[src/design/suse_defs.svh]
`ifndef SUSE_DEFS_SVH
`define SUSE_DEFS_SVH

// Opcode patterns, 16-bit forms (first halfword)
`define SUSE_OP16_STH_REG   7'h29
`define SUSE_OP16_SUB_THREE_BIT_IMMEDIATE  7'h0f
`define SUSE_OP16_SUB_BYTE_IMMEDIATE  5'h07
// Opcode patterns, 32-bit forms (first halfword upper bits)
`define SUSE_OP32_STH       12'hf82
`define SUSE_OP32_STW       12'hf84
`define SUSE_OP32_SUB_MOD   5'h1e
`define SUSE_OP32_SUB_W     5'h1e
// Second-halfword selectors
`define SUSE_USER_SEL       4'he
`define SUSE_REGOFF_SEL     6'h00
// Special register numbers
`define SUSE_REG_SP         4'hd
`define SUSE_REG_PC         4'hf
// Access sizes in bytes
`define SUSE_SIZE_HALF      3'h2
`define SUSE_SIZE_WORD      3'h4
// Byte enables
`define SUSE_BE_HALF        4'h3
`define SUSE_BE_WORD        4'hf

`endif

[src/design/suse_pkg.sv]
package suse_pkg;

  // Memory store request toward the memory system
  typedef struct packed {
    logic [31:0] addr;
    logic [31:0] data;
    logic [3:0]  byte_en;
    logic [2:0]  size;
    logic        unpriv;
  } suse_store_t;

  // Register write-back
  typedef struct packed {
    logic [3:0]  rd;
    logic [31:0] value;
  } suse_wb_t;

  // Condition flags word
  typedef struct packed {
    logic n;
    logic z;
    logic c;
    logic v;
  } suse_flags_t;

  // Decoded operation class
  typedef enum logic [6:0] {
    SUSE_OP_NONE   = 7'h01,
    SUSE_OP_STH    = 7'h02,
    SUSE_OP_STHU   = 7'h04,
    SUSE_OP_STWU   = 7'h08,
    SUSE_OP_SUB    = 7'h10,
    SUSE_OP_REDIR  = 7'h20,
    SUSE_OP_UNDEF  = 7'h40
  } suse_op_t;

endpackage

[src/design/suse_adder.sv]
`timescale 1ns/100ps
`default_nettype none

// ************************************
// Add with carry for the subtract path
// ************************************
module suse_adder
(
  input  wire logic [31:0] op_a,
  input  wire logic [31:0] op_b,
  input  wire logic        carry_in,
  output logic      [31:0] result,
  output logic             carry_out,
  output logic             overflow
);

  logic [32:0] sum;

  // Unsigned sum with carry, signed overflow from operand signs
  always_comb
  begin
    sum       = {1'b0, op_a} + {1'b0, op_b} + {32'h0, carry_in};
    result    = sum[31:0];
    carry_out = sum[32];
    overflow  = (op_a[31] == op_b[31]) && (sum[31] != op_a[31]);
  end

endmodule

`default_nettype wire

[src/design/suse_exec.sv]
// Overview of operation
// RULE_01: Halfword register store: base plus shifted offset
// RULE_02: Halfword stores write low sixteen bits only
// RULE_03: User halfword store: base plus byte immediate
// RULE_04: User stores carry unprivileged attribute
// RULE_05: Base 1111 undefined; source 13/15 flagged
// RULE_06: User store offset additive, zero to 255
// RULE_07: User stores never write back base
// RULE_08: User word store writes full word
// RULE_09: User stores selected by bits 11:8 1110
// RULE_10: Three-bit subtract sets flags outside block
// RULE_11: Eight-bit subtract shares source and destination
// RULE_12: Modified subtract: expanded immediate, S flags
// RULE_13: Redirect to compare or stack variant
// RULE_14: Modified subtract unpredictable register cases
// RULE_15: Wide subtract: zero-extend, no flags, redirects
// RULE_16: Subtract as add of inverse plus one
// RULE_17: Flags from result, carry and overflow
// RULE_18: Wide register store: 2-bit shift, checks
// RULE_19: Narrow register store uses zero shift
// RULE_20: Failed condition suppresses every effect
`timescale 1ns/100ps
`default_nettype none
`include "suse_defs.svh"

module suse_exec
(
  input  wire logic                 clk,
  input  wire logic                 arst_n,
  input  wire logic                 instr_valid,
  input  wire logic [31:0]          instr,
  input  wire logic                 instr_is32,
  input  wire logic                 cond_pass,
  input  wire logic                 in_cond_exec_block,
  input  wire logic [31:0]          base_value,
  input  wire logic [31:0]          offset_value,
  input  wire logic [31:0]          source_value,
  input  wire logic [31:0]          expanded_imm,
  input  wire suse_pkg::suse_flags_t flags_in,
  output logic                      store_valid,
  output suse_pkg::suse_store_t     store_req,
  output logic                      wb_valid,
  output suse_pkg::suse_wb_t        wb,
  output logic                      flags_valid,
  output suse_pkg::suse_flags_t     flags_out,
  output logic                      undef_pulse,
  output logic                      unpred_pulse,
  output logic                      redirect_pulse,
  output logic [1:0]                redirect_kind
);

  import suse_pkg::*;

  // ************************************
  // Instruction fields
  // ************************************
  logic [15:0] hw1;
  logic [15:0] hw2;
  logic [3:0]  base_reg_field;
  logic [3:0]  source_reg_field;
  logic [3:0]  offset_reg_field;
  logic [3:0]  dest_field;
  logic [7:0]  byte_immediate;
  logic [2:0]  three_bit_immediate;
  logic [11:0] twelve_bit_immediate;
  logic        s_bit;

  // Split halfwords; hw1 is the first fetched halfword
  always_comb
  begin
    hw1                  = instr[31:16];
    hw2                  = instr[15:0];
    base_reg_field       = hw1[3:0];
    source_reg_field     = hw2[15:12];
    offset_reg_field     = hw2[3:0];
    dest_field           = hw2[11:8];
    byte_immediate       = hw2[7:0];
    three_bit_immediate  = hw2[14:12];
    twelve_bit_immediate = {hw1[10], hw2[14:12], hw2[7:0]};
    s_bit                = hw1[4];
  end

  // ************************************
  // Decode
  // ************************************
  suse_op_t    op;
  logic [31:0] addr_c;
  logic [31:0] sub_imm;
  logic [3:0]  sub_rd;
  logic        sub_setflags;
  logic        unpred_c;
  logic [1:0]  redir_c;
  logic [15:0] nhw;

  // Classify and form operands for one instruction
  always_comb
  begin
    op           = SUSE_OP_NONE;
    addr_c       = 32'h0;
    sub_imm      = 32'h0;
    sub_rd       = 4'h0;
    sub_setflags = 1'b0;
    unpred_c     = 1'b0;
    redir_c      = 2'h0;
    nhw          = instr[15:0];
    if (!instr_is32)
    begin
      if (nhw[15:9] == `SUSE_OP16_STH_REG)
      begin
        op     = SUSE_OP_STH;
        addr_c = base_value + offset_value; // RULE_19 RULE_01
      end
      else if (nhw[15:9] == `SUSE_OP16_SUB_THREE_BIT_IMMEDIATE)
      begin
        op           = SUSE_OP_SUB;
        sub_imm      = {29'h0, nhw[8:6]}; // RULE_10
        sub_rd       = {1'b0, nhw[2:0]};
        sub_setflags = !in_cond_exec_block; // RULE_10
      end
      else if (nhw[15:11] == `SUSE_OP16_SUB_BYTE_IMMEDIATE)
      begin
        op           = SUSE_OP_SUB;
        sub_imm      = {24'h0, nhw[7:0]}; // RULE_11
        sub_rd       = {1'b0, nhw[10:8]}; // RULE_11
        sub_setflags = !in_cond_exec_block;
      end
    end
    else if (hw1[15:4] == `SUSE_OP32_STH || hw1[15:4] == `SUSE_OP32_STW)
    begin
      if (hw2[11:8] == `SUSE_USER_SEL) // RULE_09
      begin
        op     = (hw1[15:4] == `SUSE_OP32_STH) ? SUSE_OP_STHU : SUSE_OP_STWU;
        addr_c = base_value + {24'h0, byte_immediate}; // RULE_03 RULE_06 RULE_07 RULE_08
        if (base_reg_field == `SUSE_REG_PC)
          op = SUSE_OP_UNDEF; // RULE_05
        unpred_c = (source_reg_field == `SUSE_REG_SP) ||
                   (source_reg_field == `SUSE_REG_PC); // RULE_05
      end
      else if (hw1[15:4] == `SUSE_OP32_STH && hw2[11:6] == `SUSE_REGOFF_SEL)
      begin
        op     = SUSE_OP_STH;
        addr_c = base_value + (offset_value << hw2[5:4]); // RULE_18 RULE_01
        if (base_reg_field == `SUSE_REG_PC)
          op = SUSE_OP_UNDEF; // RULE_18
        unpred_c = (source_reg_field == `SUSE_REG_SP) ||
                   (source_reg_field == `SUSE_REG_PC) ||
                   (offset_reg_field == `SUSE_REG_SP) ||
                   (offset_reg_field == `SUSE_REG_PC); // RULE_18
      end
    end
    else if (hw1[15:11] == `SUSE_OP32_SUB_MOD && hw1[9:5] == 5'h0d && !hw2[15])
    begin
      op           = SUSE_OP_SUB;
      sub_imm      = expanded_imm; // RULE_12
      sub_rd       = dest_field;
      sub_setflags = s_bit; // RULE_12
      if (dest_field == `SUSE_REG_PC && s_bit)
      begin
        op      = SUSE_OP_REDIR;
        redir_c = 2'h1; // RULE_13
      end
      else if (base_reg_field == `SUSE_REG_SP)
      begin
        op      = SUSE_OP_REDIR;
        redir_c = 2'h2; // RULE_13
      end
      unpred_c = (dest_field == `SUSE_REG_SP) ||
                 (dest_field == `SUSE_REG_PC && !s_bit) ||
                 (base_reg_field == `SUSE_REG_PC); // RULE_14
    end
    else if (hw1[15:11] == `SUSE_OP32_SUB_W && hw1[9:4] == 6'h2a && !hw2[15])
    begin
      op           = SUSE_OP_SUB;
      sub_imm      = {20'h0, twelve_bit_immediate}; // RULE_15
      sub_rd       = dest_field;
      sub_setflags = 1'b0; // RULE_15
      if (base_reg_field == `SUSE_REG_PC)
      begin
        op      = SUSE_OP_REDIR;
        redir_c = 2'h3; // RULE_15
      end
      else if (base_reg_field == `SUSE_REG_SP)
      begin
        op      = SUSE_OP_REDIR;
        redir_c = 2'h2;
      end
      unpred_c = (dest_field == `SUSE_REG_SP) || (dest_field == `SUSE_REG_PC); // RULE_15
    end
  end

  // ************************************
  // Subtract datapath
  // ************************************
  logic [31:0] diff;
  logic        diff_c;
  logic        diff_v;

  // Source plus inverted immediate plus one
  suse_adder u_adder
  (
    .op_a      (base_value),
    .op_b      (~sub_imm),
    .carry_in  (1'b1),
    .result    (diff),
    .carry_out (diff_c),
    .overflow  (diff_v)
  ); // RULE_16

  // ************************************
  // Output registers
  // ************************************
  logic        store_valid_reg, store_valid_next;
  suse_store_t store_reg, store_next;
  logic        wb_valid_reg, wb_valid_next;
  suse_wb_t    wb_reg, wb_next;
  logic        flags_valid_reg, flags_valid_next;
  suse_flags_t flags_reg, flags_next;
  logic        undef_reg, undef_next;
  logic        unpred_reg, unpred_next;
  logic        redir_reg, redir_next;
  logic [1:0]  redir_kind_reg, redir_kind_next;
  logic        go;

  // Next outputs; nothing happens unless the condition passes
  always_comb
  begin
    go               = instr_valid && cond_pass; // RULE_20
    store_valid_next = 1'b0;
    store_next       = store_reg;
    wb_valid_next    = 1'b0;
    wb_next          = wb_reg;
    flags_valid_next = 1'b0;
    flags_next       = flags_reg;
    undef_next       = 1'b0;
    unpred_next      = 1'b0;
    redir_next       = 1'b0;
    redir_kind_next  = redir_kind_reg;
    if (go)
    begin
      unpred_next = unpred_c;
      case (op)
        SUSE_OP_STH, SUSE_OP_STHU:
        begin
          store_valid_next   = 1'b1;
          store_next.addr    = addr_c;
          store_next.data    = {16'h0, source_value[15:0]}; // RULE_02
          store_next.byte_en = `SUSE_BE_HALF; // RULE_02
          store_next.size    = `SUSE_SIZE_HALF;
          store_next.unpriv  = (op == SUSE_OP_STHU); // RULE_04
        end
        SUSE_OP_STWU:
        begin
          store_valid_next   = 1'b1;
          store_next.addr    = addr_c;
          store_next.data    = source_value; // RULE_08
          store_next.byte_en = `SUSE_BE_WORD;
          store_next.size    = `SUSE_SIZE_WORD;
          store_next.unpriv  = 1'b1; // RULE_04
        end
        SUSE_OP_SUB:
        begin
          wb_valid_next = 1'b1;
          wb_next.rd    = sub_rd;
          wb_next.value = diff; // RULE_16
          if (sub_setflags)
          begin
            flags_valid_next = 1'b1;
            flags_next.n     = diff[31]; // RULE_17
            flags_next.z     = (diff == 32'h0);
            flags_next.c     = diff_c;
            flags_next.v     = diff_v;
          end
        end
        SUSE_OP_REDIR:
        begin
          redir_next      = 1'b1; // RULE_13
          redir_kind_next = redir_c;
          unpred_next     = 1'b0;
        end
        SUSE_OP_UNDEF:
        begin
          undef_next  = 1'b1; // RULE_05
          unpred_next = 1'b0;
        end
        default:
        begin
          unpred_next = 1'b0;
        end
      endcase
    end
    // Flags follow flags_in when not written
    if (!flags_valid_next)
      flags_next = flags_in;
  end

  // Register all outputs
  always_ff @(posedge clk or negedge arst_n)
  begin
    if (!arst_n)
    begin
      store_valid_reg <= 1'b0;
      store_reg       <= '0;
      wb_valid_reg    <= 1'b0;
      wb_reg          <= '0;
      flags_valid_reg <= 1'b0;
      flags_reg       <= '0;
      undef_reg       <= 1'b0;
      unpred_reg      <= 1'b0;
      redir_reg       <= 1'b0;
      redir_kind_reg  <= 2'h0;
    end
    else
    begin
      store_valid_reg <= store_valid_next;
      store_reg       <= store_next;
      wb_valid_reg    <= wb_valid_next;
      wb_reg          <= wb_next;
      flags_valid_reg <= flags_valid_next;
      flags_reg       <= flags_next;
      undef_reg       <= undef_next;
      unpred_reg      <= unpred_next;
      redir_reg       <= redir_next;
      redir_kind_reg  <= redir_kind_next;
    end
  end

  // Drive ports straight from flip-flops
  assign store_valid    = store_valid_reg;
  assign store_req      = store_reg;
  assign wb_valid       = wb_valid_reg;
  assign wb             = wb_reg;
  assign flags_valid    = flags_valid_reg;
  assign flags_out      = flags_reg;
  assign undef_pulse    = undef_reg;
  assign unpred_pulse   = unpred_reg;
  assign redirect_pulse = redir_reg;
  assign redirect_kind  = redir_kind_reg;

  // ************************************
  // Checks
  // ************************************
  a_no_effect_fail: assert property (@(posedge clk) disable iff (!arst_n)
    (instr_valid && !cond_pass) |=> !store_valid && !wb_valid && !flags_valid) // RULE_20
    else $error("effect despite failed condition");
  a_half_two_bytes: assert property (@(posedge clk) disable iff (!arst_n)
    (store_valid && store_req.size == 3'h2) |-> store_req.byte_en == 4'h3 &&
    store_req.data[31:16] == 16'h0) // RULE_02
    else $error("halfword store not two bytes");
  a_user_unpriv: assert property (@(posedge clk) disable iff (!arst_n)
    (instr_valid && cond_pass && instr_is32 && instr[11:8] == 4'he &&
     instr[31:20] == 12'hf84 && instr[19:16] != 4'hf) |=>
    store_valid && store_req.unpriv && store_req.size == 3'h4) // RULE_04
    else $error("user word store lacks unprivileged attribute");
  a_user_addr: assert property (@(posedge clk) disable iff (!arst_n)
    (instr_valid && cond_pass && instr_is32 && instr[11:8] == 4'he &&
     instr[31:20] == 12'hf82 && instr[19:16] != 4'hf) |=>
    store_req.addr == $past(base_value) + {24'h0, $past(instr[7:0])}) // RULE_03
    else $error("user halfword address wrong");
  a_base_undef: assert property (@(posedge clk) disable iff (!arst_n)
    (instr_valid && cond_pass && instr_is32 && instr[11:8] == 4'he &&
     instr[31:20] == 12'hf84 && instr[19:16] == 4'hf) |=> undef_pulse && !store_valid) // RULE_05
    else $error("base 1111 not undefined");
  a_sub_value: assert property (@(posedge clk) disable iff (!arst_n)
    (go && op == SUSE_OP_SUB) |=> wb_valid && wb.value == $past(base_value) - $past(sub_imm)) // RULE_16
    else $error("subtract result wrong");
  a_flag_zero: assert property (@(posedge clk) disable iff (!arst_n)
    flags_valid |-> flags_out.z == (wb.value == 32'h0) && flags_out.n == wb.value[31]) // RULE_17
    else $error("flags disagree with result");
  a_it_no_flags: assert property (@(posedge clk) disable iff (!arst_n)
    (instr_valid && !instr_is32 && in_cond_exec_block) |=> !flags_valid) // RULE_10
    else $error("flags changed inside conditional block");
  a_wide_no_flags: assert property (@(posedge clk) disable iff (!arst_n)
    (instr_valid && instr_is32 && instr[31:27] == 5'h1e && instr[25:20] == 6'h2a) |=>
    !flags_valid) // RULE_15
    else $error("wide subtract changed flags");

endmodule

`default_nettype wire

[config.mk]
export PLATFORM = sky130hd
export DESIGN_NAME = suse_exec
export DESIGN_NICKNAME = d
export VERILOG_FILES = /design/src/design/suse_pkg.sv /design/src/design/suse_adder.sv /design/src/design/suse_exec.sv
export VERILOG_INCLUDE_DIRS = /design/src /design/src/design
export SDC_FILE = /design/constraint.sdc
export NUM_CORES = 1
export LEC_CHECK = 0
export ABC_AREA = 1
export BUFFER_PORTS_ARGS = -buffer_cell sky130_fd_sc_hd__buf_4
export CORE_ASPECT_RATIO = 1.75
export CORE_MARGIN = 2
export CORE_UTILIZATION = 40
export CTS_BUF_LIST = sky130_fd_sc_hd__clkbuf_8
export DETAILED_ROUTE_END_ITERATION = 7
export MAX_ROUTING_LAYER = met4
export PLACE_DENSITY = 0.69
export SLEW_MARGIN = 5
export SYNTH_ARGS = -nofsm -noshare
export SYNTH_HDL_FRONTEND = slang
export SYNTH_SLANG_ARGS = --single-unit
[constraint.sdc]
create_clock -name clk -period 0.9 [get_ports clk]
set_input_delay 0.135 -clock clk [delete_from_list [all_inputs] [get_ports clk]]
set_output_delay 0.135 -clock clk [all_outputs]
set_load 0.1 [all_outputs]
[Yosys cells after proc, flatten, opt, wreduce, memory -nomap -nowiden]
Index checks and enable logic that the tools add are counted.
Word-level totals
  register bits after elaboration: 120
  input port bits: 170
  output and inout bits: 120
  logic and storage cells: 153
Operators by class
  $add $sub $neg: 5
  eq/ne operators: 28
  shift-type cells: 1
  multiplexer cells: 71
  bitwise logic cells: 1
  reductions and logical operators: 29
Operators by type and width (count)
  32-bit two-way mux: 8
  72-bit one-hot mux with 2 select lines: 1
  32-bit adder: 2
  7-bit two-way mux: 9
  4-bit equality test, second input constant: 9
  4-bit two-way mux: 9
  32-bit by 32-bit adder with 33-bit output: 1
  33-bit by 1-bit adder with 33-bit output, second input constant: 1
  32-bit by 8-bit adder with 32-bit output: 1
  32-bit logical NOT: 1
  32-bit NOT: 1
  32-bit by 2-bit left shift with 32-bit output: 1
  1-bit two-way mux: 25
  12-bit equality test, second input constant: 2
  8-bit two-way mux: 3
  5-bit two-way mux: 3
  7-bit by 4-bit equality test with 1-bit output, second input constant: 2
  7-bit by 6-bit equality test with 1-bit output, second input constant: 2
  2-bit two-way mux: 7
  12-bit two-way mux: 1
  6-bit two-way mux: 2
  1-bit logical AND: 9
  3-bit two-way mux: 3
  7-bit by 2-bit equality test with 1-bit output, second input constant: 1
  20 further kinds: 31

[Depth between registers and ports, before layout]
Gate-level depths: netlist of run 1.
  depth in word-level cells: 16
  gate-level depth with buffers: 28
  mapped depth without buffers: 27

[By module]
Synthesis of run 1 repeated with hierarchy kept, for this count alone.
Second synthesis, totals
  cell total of the unflattened synthesis: 2437
  area total of the unflattened synthesis: 14315.0 um2
By module, submodules not included
  suse_exec: times used 1, cells an instance 2011, area each 12115.4 um2, seq. area each 2902.8 um2
  suse_adder: times used 1, cells an instance 426, area each 2199.6 um2, seq. area each 0.0 um2

[Worst setup path before layout of run 1]
No wires, ideal clock.
  path type: input to register
  from: input port instr[23]
  to: register flags_reg, in the netlist flags_out[2]
  setup time: 0.065 ns
  arrival time: 2.951 ns
  data required time: 0.835 ns
  setup slack: -2.116 ns
  stages: 23
  path buffers: 2
  cell sequence: nor2_1 > inv_1 > nor2_1 > o21ai_2 > nand2_1 > nor2_1 > clkbuf_1 > clkbuf_1 > nand2_1 > ha_1 > nand2_1 > nor2_1 > inv_1 > nor2_1 > and2_1 > nand2_1 > nand3_1 > nand2_1 > nor2_1 > nand2_1 > nor2_1 > nand4_1 > nand2_1
On the way
  word-level cells in the longest chain between the ends: 15
  elaborated cells on any way between the ends: 41
  those cells by class: add/sub (2); eq/ne (8); mux (22); bitwise (1); reduce/logical (8)
RTL lines
  start: declaration: RTL line suse_exec.sv:31  | input wire logic [31:0] instr,
  6-bit equality test: RTL line suse_exec.sv:171  | else if (hw1[15:11] == `SUSE_OP32_SUB_W && hw1[9:4] == 6'h2a && !hw2[15])
  1-bit logical AND (2 in a row): RTL line suse_exec.sv:171
  12-bit two-way mux: RTL line suse_exec.sv:171
  32-bit two-way mux: RTL line suse_exec.sv:151  | else if (hw1[15:11] == `SUSE_OP32_SUB_MOD && hw1[9:5] == 5'h0d && !hw2[15])
  32-bit two-way mux: RTL line suse_exec.sv:128  | else if (hw1[15:4] == `SUSE_OP32_STH || hw1[15:4] == `SUSE_OP32_STW)
  32-bit two-way mux: RTL line suse_exec.sv:106  | if (!instr_is32)
  32-bit NOT: RTL line suse_exec.sv:202  | .op_b (~sub_imm),
  32-bit by 32-bit adder with 33-bit output: RTL line suse_adder.sv:22  | sum = {1'b0, op_a} + {1'b0, op_b} + {32'h0, carry_in};
  33-bit by 1-bit adder with 33-bit output: RTL line suse_adder.sv:22
  32-bit logical NOT: RTL line suse_exec.sv:269  | flags_next.z = (diff == 32'h0);
  4-bit two-way mux: RTL line suse_exec.sv:265  | if (sub_setflags)
  4-bit two-way mux: RTL line suse_exec.sv:241  | case (op)
  4-bit two-way mux: RTL line suse_exec.sv:238  | if (go)
  4-bit two-way mux: RTL line suse_exec.sv:292  | if (!flags_valid_next)
  end signal: assignment: RTL line suse_exec.sv:319  | flags_reg <= flags_next;
  end: declaration: RTL line suse_exec.sv:217  | suse_flags_t flags_reg, flags_next;
Several ways; a longest one is shown, not always the timed one. The select of a mux whose other input is x is not followed.
A chain may end at the register's enable or synchronous reset.

[Worst setup path after layout of run 1]
  from: input port instr[25]
  to: register flags_reg, in the netlist flags_out[2]
Same word-level chain as after synthesis.

==> flow_summary.toml, run 1 <==
[status]
status = "complete, but fails checks"
violations = "design-rule violations, negative setup slack"

[worst_setup_path]
start_kind = "input pin"
worstSetupPathType = "input pin to flip-flop"
crit_path_end_kind = "flip-flop"
reg2reg_to = "store_req[66]$_DFFE_PN0P_"
reg2reg_depth = 3
required_ns = 1.34
rrSetupSlack_ns = 0.10
critical_path_peak_fanout = 11
r2r_start = "store_req[66]$_DFFE_PN0P_"
arrival_ns = 3.34

[sta]
finalSetupViolations = 235
hold_violations = 0
clock_skew_ns = 0
worst_slack_ns = -1.998
setup_tns_ns = -180.98
fin_crit_ns = 2.898
fin_crit_sh_pct = 322.0
timing.slew.headroom_pct = 26.79
worst_slew_pin_slew_ns = 1.096
rsz0062_at_grt = "yes"
fmax_ghz = 0.3451
finalMaxSlewViolations = 0
hold_slack_ns = 0.06178

[drt]
via_count = 22366
route.detailed.drc = 1
wl_per_cell_um = 21.00
final_antenna_net_count = 0
wirelength_mm = 84.96
first_pass_iters = 8
vias_per_cell = 5.528
first_iter_violations = 1435

[power]
leakage_uw = 0.01458
combinationalPowerShare_pct = 58.2
p_sw_share_pct = 45.85
ir_drop_mv = 1.002
p_clk_share_pct = 21.3
switchingPower_uw = 12650
powerDensity_nw_per_um2 = 1001
p_int_uw = 14940
seqPwrFrac_pct = 20.5
power_uw = 27590

[place]
dp_hpwl_mm = 62.97
routabilityCongestion = 1.008
io_buffers = 288
dp.cells = 3877
dp_slack_ns = -2.484

[hold_path]
min_path_type = "input pin to flip-flop"
hold_depth = 3
worstHoldStart = "cond_pass"
hold_end = "undef_pulse$_DFF_PN0_"

[floorplanning]
fp.coreArea_sq_um = 36540
initial_utilization_pct = 40.37
ios = 290
rows = 93
die_x_um = 149.2
die_y_um = 258.0
dieArea_sq_um = 38490

[global_routing]
grt_overflow_total = 0
antenna_found_initial = 3
grt_pass1_vias = 22061
grt_first_pass_wirelength_mm = 117.5
grt_util_all_layers_pct = 41.15
grt_max_degree = 47

[clocking]
h-tree-depth = 4
cts_buffers = 17
cts_tree = "built"
clock_latency_ns = 0.51
clockBufferDepth = 2
clk_pin_slew_ns = 0.10
clock-sinks = 116
clock-root-buffer = "clkbuf_8"

[final_layout]
nFillCells = 2732
multi_input_area_sq_um = 13530
largest_reg_flops = 68
final_cell_mix = "buf_4, nand2_1, inv_1, nand2_2, nor2_1"
area_growth_pct = 86.79
final_common_cell = "buf_4"
stdcell_count = 4046
fin_nets = 3831
ff_latch_area_sq_um = 2905
layout-drive-gt1-share_pct = 47.20

[logic_synthesis]
syn-num-nets = 2841
ys_warn_count = 0
async_flop_share_pct = 100.0
ys_ff_latch = 116
ys_types = 48
synth.avg_cell_area_sq_um = 5.751
synth_ff_type = "dfrtp_1"
synth_edf_count = 0
syn_inst = 2565
netlist_area_sq_um = 14750
ys_seq_area_share_pct = 19.68

[job]
drv_cap = 0
[area by class of cell]
cell class                      instances  area share (%)
Timing Repair Buffer                 1032           31.67
Multi-Input combinational cell       2033           49.11
Clock inverter                         15          0.7083
Sequential cell                       116           10.54
Tap cell                              475           2.157
Clock buffer                           17          0.8491
Inverter                              355           4.940
Antenna cell                            3         0.02724
[synthesized netlist by cell type, drive strengths merged, types with 14 or more instances]
| cell | number | share of area, % |
|---|---|---|
| a21oi | 107 | 3.6 |
| a31oi | 21 | 0.89 |
| buf | 22 | 0.88 |
| clkbuf | 39 | 0.99 |
| dfrtp | 116 | 20 |
| ha | 102 | 8.7 |
| inv | 352 | 9.0 |
| mux2i | 50 | 3.4 |
| nand2 | 954 | 24 |
| nand3 | 192 | 6.5 |
| nand3b | 20 | 1.0 |
| nand4 | 66 | 2.8 |
| nor2 | 252 | 6.4 |
| nor3 | 36 | 1.3 |
| o21ai | 108 | 3.7 |
| or2 | 19 | 0.81 |
| xnor2 | 15 | 0.89 |
| xor2 | 14 | 0.83 |
[stage by stage]
stage	util, %	instance area (sq um)
6_report	75.42	27560
5_1_grt	75.42	27560
4_1_cts	71.13	25990
3_5_place_dp	62.81	22950
3_3_place_gp	62.81	22950
2_1_floorplan	-	15740
[worst max-delay path by stage]
stage          depth (start not counted)      start                        to  slack (ns)
2_1_floorplan                         25  instr[22]  flags_out[2]$_DFFE_PN0P_       -1.60
3_3_place_gp                          28  instr[23]  flags_out[2]$_DFFE_PN0P_       -2.43
3_5_place_dp                          28  instr[23]  flags_out[2]$_DFFE_PN0P_       -2.48
4_1_cts                               25  instr[23]  flags_out[2]$_DFFE_PN0P_       -1.71
5_1_grt                               27  instr[23]  flags_out[2]$_DFFE_PN0P_       -2.14
6_report                              26  instr[25]  flags_out[2]$_DFFE_PN0P_       -2.00
[kinds of logic (layout without fill, tap and decap cells)]
family | Yosys count | after routing | share of synthesized area (%)
adder cells (fa/ha/maj) | 106 | 106 | 9.194
AO/OA/AOI/OAI | 295 | 295 | 11.27
buffers and inverters | 416 | 1419 | 10.91
AND/OR/NAND/NOR | 1552 | 1552 | 43.81
flip-flops | 116 | 116 | 19.68
multiplexers | 50 | 50 | 3.393
other | 1 | 4 | 0.02542
XOR/XNOR | 29 | 29 | 1.722
[worst max-delay path, stage by stage]
cell	delay (ns)
buf_8	0.11
buf_6	0.11
nor2_4	0.09
nand3_2	0.10
nor2_4	0.17
o21ai_4	0.09
nand2_4	0.10
nor2_4	0.07
buf_12	0.15
a211oi_2	0.22
ha_1	0.32
buf_6	0.15
nand2_4	0.08
inv_2	0.05
nand2_4	0.10
nand2_2	0.07
nand2_2	0.08
nand3_4	0.16
xnor2_4	0.24
nand2_2	0.09
nor2_2	0.13
nand2_1	0.09
nor2_2	0.11
buf_4	0.13
nand4_1	0.07
nand2_1	0.12
[repair_timing]
item,4_1_cts,5_1_grt
gates cloned,2,1
setup endpoints to repair,235,235
setup buffers,74,45
hold buffers,37,0
pin swaps,140,178
hold endpoints to repair,152,0
resized for setup,440,364
[power groups by stage]
stage	sequential (uW)	clock (uW)	combinational, uW
2_1_floorplan	7790	0	4980
3_3_place_gp	5730	0	12900
3_5_place_dp	5750	0	13000
4_1_cts	5650	5730	14700
5_1_grt	5690	6040	17000
6_report	5660	5870	16100
[layer usage]
| layer | global-route usage [%] | wire length (um) | share of wire, % | up-vias |
|---|---|---|---|---|
| met5 | - | 0 | 0 | - |
| met4 | 35.61 | 9782 | 12 | 0 |
| met3 | 4.576 | 5045 | 5.9 | 543 |
| met2 | 74.24 | 43060 | 51 | 1198 |
| met1 | 37.83 | 27070 | 32 | 10362 |
| li1 | - | - | - | 10263 |
(Power assumes the default switching activity.)
==> inputs of run 2 (changes only) <==
--- a/config.mk
+++ b/config.mk
@@ -8,6 +8,7 @@
 export LEC_CHECK = 0
 export ABC_AREA = 1
 export BUFFER_PORTS_ARGS = -buffer_cell sky130_fd_sc_hd__buf_4
+export CAP_MARGIN = 40
 export CORE_ASPECT_RATIO = 1.75
 export CORE_MARGIN = 2
 export CORE_UTILIZATION = 40
@@ -15,6 +16,7 @@
 export DETAILED_ROUTE_END_ITERATION = 7
 export MAX_ROUTING_LAYER = met4
 export PLACE_DENSITY = 0.69
+export REMOVE_ABC_BUFFERS = 1
 export SLEW_MARGIN = 5
 export SYNTH_ARGS = -nofsm -noshare
 export SYNTH_HDL_FRONTEND = slang
==> run 2 against run 1 <==
The run still ends with design-rule violations, negative setup slack left. Via count rose by 3.1%. Setup slack improved by 0.15 ns. Clock skew did not move. Sequential power barely moved. Core utilization rose by 0.87 points. Clock-buffer cell count did not move. Clock power fell by 12%. Non-clock buffer count fell by 27. Total power rose by 2.0%. Maximum frequency rose by 5.5%. Critical path depth did not move. First-iteration DRC count rose by 27%. Critical path type unchanged. Highest routed layer unchanged.
==> flow_summary.toml, run 2 (synthesis results as in run 1) <==
[status]
status = "complete, but fails checks"
violations = "design-rule violations, negative setup slack"

[power]
power_uw = 28150
leakage_uw = 0.01459
ir_drop_mv = 0.8864
powerDensity_nw_per_um2 = 1010

[global_routing]
grt.busiest_layer = "met2"
grt_max_degree = 45
met2_usage_pct = 77.05
grt_util_all_layers_pct = 42.55
met1_usage_pct = 37.44
grt_first_pass_wirelength_mm = 120.8
grt_overflow_total = 0
grt_pass1_vias = 22398
met3_usage_pct = 5.866
antenna_found_initial = 2

[final_layout]
fin_nets = 3804
final_cell_mix = "buf_4, nand2_1, inv_1, nand2_2, nor2_1"
nFillCells = 2600
final_common_cell = "buf_4"
area_growth_pct = 88.95
final_area_sq_um = 27870
layout-drive-gt1-share_pct = 50.04
largest_reg_flops = 68

[worst_setup_path]
slowest_stage = "ha_4"
cpPeakStageDelay_ns = 0.32
critical_path_peak_fanout = 7
arrival_ns = 3.21
critPathBufInv = 7
reg2reg_depth = 1
cp.depth = 26
path_delay_family = "simple AND/OR/NAND/NOR gates"
required_ns = 1.37
start_kind = "input pin"
crit_path_end_kind = "flip-flop"
rrSetupSlack_ns = 0.05
worstSetupPathType = "input pin to flip-flop"

[floorplanning]
dieArea_sq_um = 38490
fp.coreArea_sq_um = 36540
initial_utilization_pct = 40.37
rows = 93
ios = 290
die_x_um = 149.2
die_y_um = 258.0

[sta]
hold_violations = 0
fin_crit_ns = 2.747
worst_slew_pin_slew_ns = 0.6753
worst_slack_ns = -1.847
rsz0062_at_grt = "yes"
finalSetupViolations = 235
hold_slack_ns = 0.01783
fin_crit_sh_pct = 305.3
clock_skew_ns = 0
fmax_ghz = 0.3640
finalMaxSlewViolations = 0
timing.slew.headroom_pct = 54.58

[drt]
first_pass_iters = 8
wl_per_cell_um = 22.64
route.detailed.drc = 8
via_count = 23051
vias_per_cell = 5.737
wirelength_mm = 90.95
first_iter_violations = 1824
final_antenna_net_count = 0

[place]
dp_slack_ns = -2.646
dpl_cell_area_sq_um = 21850
io_buffers = 288
dp_hpwl_mm = 64.16
routabilityCongestion = 1.073

[hold_path]
min_path_type = "input pin to async pin"

[clocking]
h-tree-depth = 4
clock-sinks = 116
clock_latency_ns = 0.51
clock-root-buffer = "clkbuf_8"
clk_pin_slew_ns = 0.10
cts_tree = "built"
cts_buffers = 17
clockBufferDepth = 2

[job]
drv_cap = 0
run 2: cell types whose count changed in the layout (fill, tap and decap cells not counted), moves of 8 or more:
cell,previous run,this run
ha_4,28,36
buf_6,82,94
nand2_2,194,229
buf_4,867,836
nand3_1,131,112
inv_2,49,58
nand2_1,680,620
nand3_2,40,61
nand2_4,76,99
inv_1,295,280
buf_12,37,25
run 2: power by group:
group          switching (uW)  leakage [uW]  internal [uW]
Combinational           10300        0.0128           6990
Sequential                190       0.00159           5490
Clock                    3100      0.000197           2080
run 2: path summary, 6_finish.rpt:
path / end / start
min: undef_pulse$_DFF_PN0_ / arst_n
min in group clk: wb[34]$_DFFE_PN0P_ / instr[10]
max reg2reg: store_req[5]$_DFFE_PN0P_ / store_req[5]$_DFFE_PN0P_
min reg2reg: store_req[2]$_DFFE_PN0P_ / store_req[2]$_DFFE_PN0P_
max: flags_out[2]$_DFFE_PN0P_ / instr[15]
max in group asynchronous: store_req[65]$_DFFE_PN0P_ / arst_n
run 2: timing repair:
action | CTS | global route
hold buffers | 37 | 0
setup endpoints to repair | 235 | 235
gates resized for setup | 514 | 662
pin swaps | 173 | 345
buffers inserted | 48 | 55
hold endpoints to repair | 152 | 0
cloned | 5 | 0
run 2: layout make-up:
class | count | area [sq um] | share of cell area (%)
inverters | 355 | 1373 | 4.924
repair buffers | 1005 | 8463 | 30.36
clock inverters | 15 | 157.7 | 0.5656
well taps | 475 | 594.3 | 2.132
multi-input cells | 2033 | 14140 | 50.74
flip-flops and latches | 116 | 2903 | 10.41
clock buffers | 17 | 234.0 | 0.8394
diodes | 2 | 5.005 | 0.01796
run 2: per-stage QoR:
| step | setup TNS (ns) | std cells | util, % |
|---|---|---|---|
| final | -176.01 | 4018 | 76.29 |
| after global routing | -188.09 | 4018 | 76.29 |
| after CTS | -161.94 | 3971 | 68.34 |
| after detailed placement | -208.03 | 3853 | 59.80 |
| after global placement | -203.34 | 3853 | 59.80 |
| after floorplan | -290.62 | 2504 | - |
run 2: routing by layer:
layer / routed length [um] / vias to the layer above
li1: - / 10226
met4: 11730 / 0
met3: 5729 / 731
met2: 45300 / 1298
met1: 28190 / 10796
met5: 0 / -
==> inputs of run 3 (changes only) <==
--- a/config.mk
+++ b/config.mk
@@ -17,6 +17,7 @@
 export MAX_ROUTING_LAYER = met4
 export PLACE_DENSITY = 0.69
 export REMOVE_ABC_BUFFERS = 1
+export SETUP_SLACK_MARGIN = 0.05
 export SLEW_MARGIN = 5
 export SYNTH_ARGS = -nofsm -noshare
 export SYNTH_HDL_FRONTEND = slang
==> run 3 against run 2 <==
The flow still finishes with violations (design-rule violations, negative setup slack). Core utilization is 1.5 points higher. Register-to-register slack worse by 0.28 ns. Flip-flop and latch count is the same. Die area is the same. Clock skew unchanged. Final cell count grew 0.52%. Maximum frequency is 3.8% lower. Global-route usage is 0.14 points lower. Combinational power hardly changed. Wire length grew 7.9%. Via count up 3.8%. Total power grew 1.1%.
==> flow_summary.toml, run 3 (synthesis results as in run 1) <==
[global_routing]
grt_first_pass_wirelength_mm = 120.5
grt_util_all_layers_pct = 42.41
grt_max_degree = 45
grt_overflow_total = 0
antenna_found_initial = 3
grt_pass1_vias = 22407

[floorplanning]
initial_utilization_pct = 40.37
fp.coreArea_sq_um = 36540
die_y_um = 258.0
ios = 290
dieArea_sq_um = 38490
die_x_um = 149.2
rows = 93

[worst_setup_path]
crit_top_cell = "nand2_1"
start_kind = "input pin"
required_ns = 1.37
worstSetupPathType = "input pin to flip-flop"
slowest_stage = "ha_2"
crit_path_end_kind = "flip-flop"
arrival_ns = 3.32
critical_path_peak_fanout = 7
critPathBufInv = 5
path_delay_family = "simple AND/OR/NAND/NOR gates"
cpPeakStageDelay_ns = 0.36

[clocking]
cts_tree = "built"
clk_pin_slew_ns = 0.11
h-tree-depth = 4
clockBufferDepth = 2
clock-sinks = 116
cts_buffers = 17
clock-root-buffer = "clkbuf_8"
clock_latency_ns = 0.51

[drt]
wirelength_mm = 98.14
wl_per_cell_um = 24.30
via_count = 23920
first_iter_violations = 2245
first_pass_iters = 8
route.detailed.drc = 15
final_antenna_net_count = 0
vias_per_cell = 5.922

[status]
status = "complete, but fails checks"
violations = "design-rule violations, negative setup slack"

[power]
powerDensity_nw_per_um2 = 1002
leakage_uw = 0.01481
ir_drop_mv = 0.8932

[final_layout]
multi_input_area_sq_um = 14300
utilization_pct = 77.76
layout-drive-gt1-share_pct = 50.91
nFillCells = 2494
fin_nets = 3824
final_common_cell = "buf_4"
ff_latch_area_sq_um = 2908
area_growth_pct = 92.60
largest_reg_flops = 68
final_cell_mix = "buf_4, nand2_1, inv_1, nand2_2, nor2_1"

[sta]
fmax_ghz = 0.3502
hold_slack_ns = 0.01823
finalSetupViolations = 235
worst_slack_ns = -1.955
fin_crit_ns = 2.855
finalMaxSlewViolations = 0
fin_crit_sh_pct = 317.3
setup_tns_ns = -184.64
worst_slew_pin_slew_ns = 0.6900
hold_violations = 0
clock_skew_ns = 0
timing.slew.headroom_pct = 53.83
rsz0062_at_grt = "yes"

[place]
routabilityCongestion = 1.073
io_buffers = 288
dp_slack_ns = -2.646
dp_hpwl_mm = 64.16

[job]
drv_cap = 0

[hold_path]
min_path_type = "input pin to async pin"
[run 3: where the power goes]
part	leakage, uW	switching, uW	internal (uW)	total, uW
sequential	0.00158	196	5490	5680
combinational	0.0130	10600	6990	17600
clock	0.000197	3130	2080	5210
total	0.0148	13900	14600	28500
[run 3: stage by stage]
stage | std cells | area, sq um | power [uW]
after floorplan | 2504 | 14480 | 12220
after global placement | 3853 | 21850 | 18290
after detailed placement | 3853 | 21850 | 18420
after CTS | 3972 | 24950 | 25110
after global routing | 4039 | 28410 | 29460
final | 4039 | 28410 | 28480
[run 3: worst paths after layout]
| check | from | endpoint | slack [ns] | depth (start not counted) |
|---|---|---|---|---|
| setup / recovery | instr[25] | flags_out[2]$_DFFE_PN0P_ | -1.96 | 26 |
| hold / removal | arst_n | undef_pulse$_DFF_PN0_ | 0.02 | 2 |
| setup reg to reg | wb[17]$_DFFE_PN0P_ | wb[17]$_DFFE_PN0P_ | -0.23 | 2 |
| hold reg to reg | store_req[2]$_DFFE_PN0P_ | store_req[2]$_DFFE_PN0P_ | 0.49 | 2 |
| max in group asynchronous | arst_n | store_req[59]$_DFFE_PN0P_ | 0.31 | 3 |
| min in group clk | instr[2] | wb[34]$_DFFE_PN0P_ | 0.12 | 3 |
[run 3: what timing repair did]
action / in CTS / in global routing
hold endpoints to repair: 152 / 0
cloned: 5 / 8
setup buffers: 47 / 65
endpoints found under the setup margin: 235 / 235
pin swaps: 164 / 385
hold buffers: 37 / 0
resized for setup: 507 / 741
[run 3: layout make-up]
type / count / share of cell area, %
antenna: 3 / 0.02642
tap: 475 / 2.092
clock buffer: 17 / 0.8235
sequential: 116 / 10.23
inverter: 355 / 4.849
timing repair buffer: 1025 / 31.08
multi-input combinational: 2033 / 50.34
clock inverter: 15 / 0.5549
[run 3: worst reg2reg max path: stages, from the launching register on]
cell and delay [ns]:
dfrtp_1 0.41, nor2_1 0.56, a31oi_4 0.03
[run 3: per-layer routing]
layer,GRT usage [%],wire length (um),share of wire (%)
met2,76.87,47550,48
met4,38.97,12640,13
met1,37.02,29450,30
met3,5.848,8496,8.7
met5,-,0,0
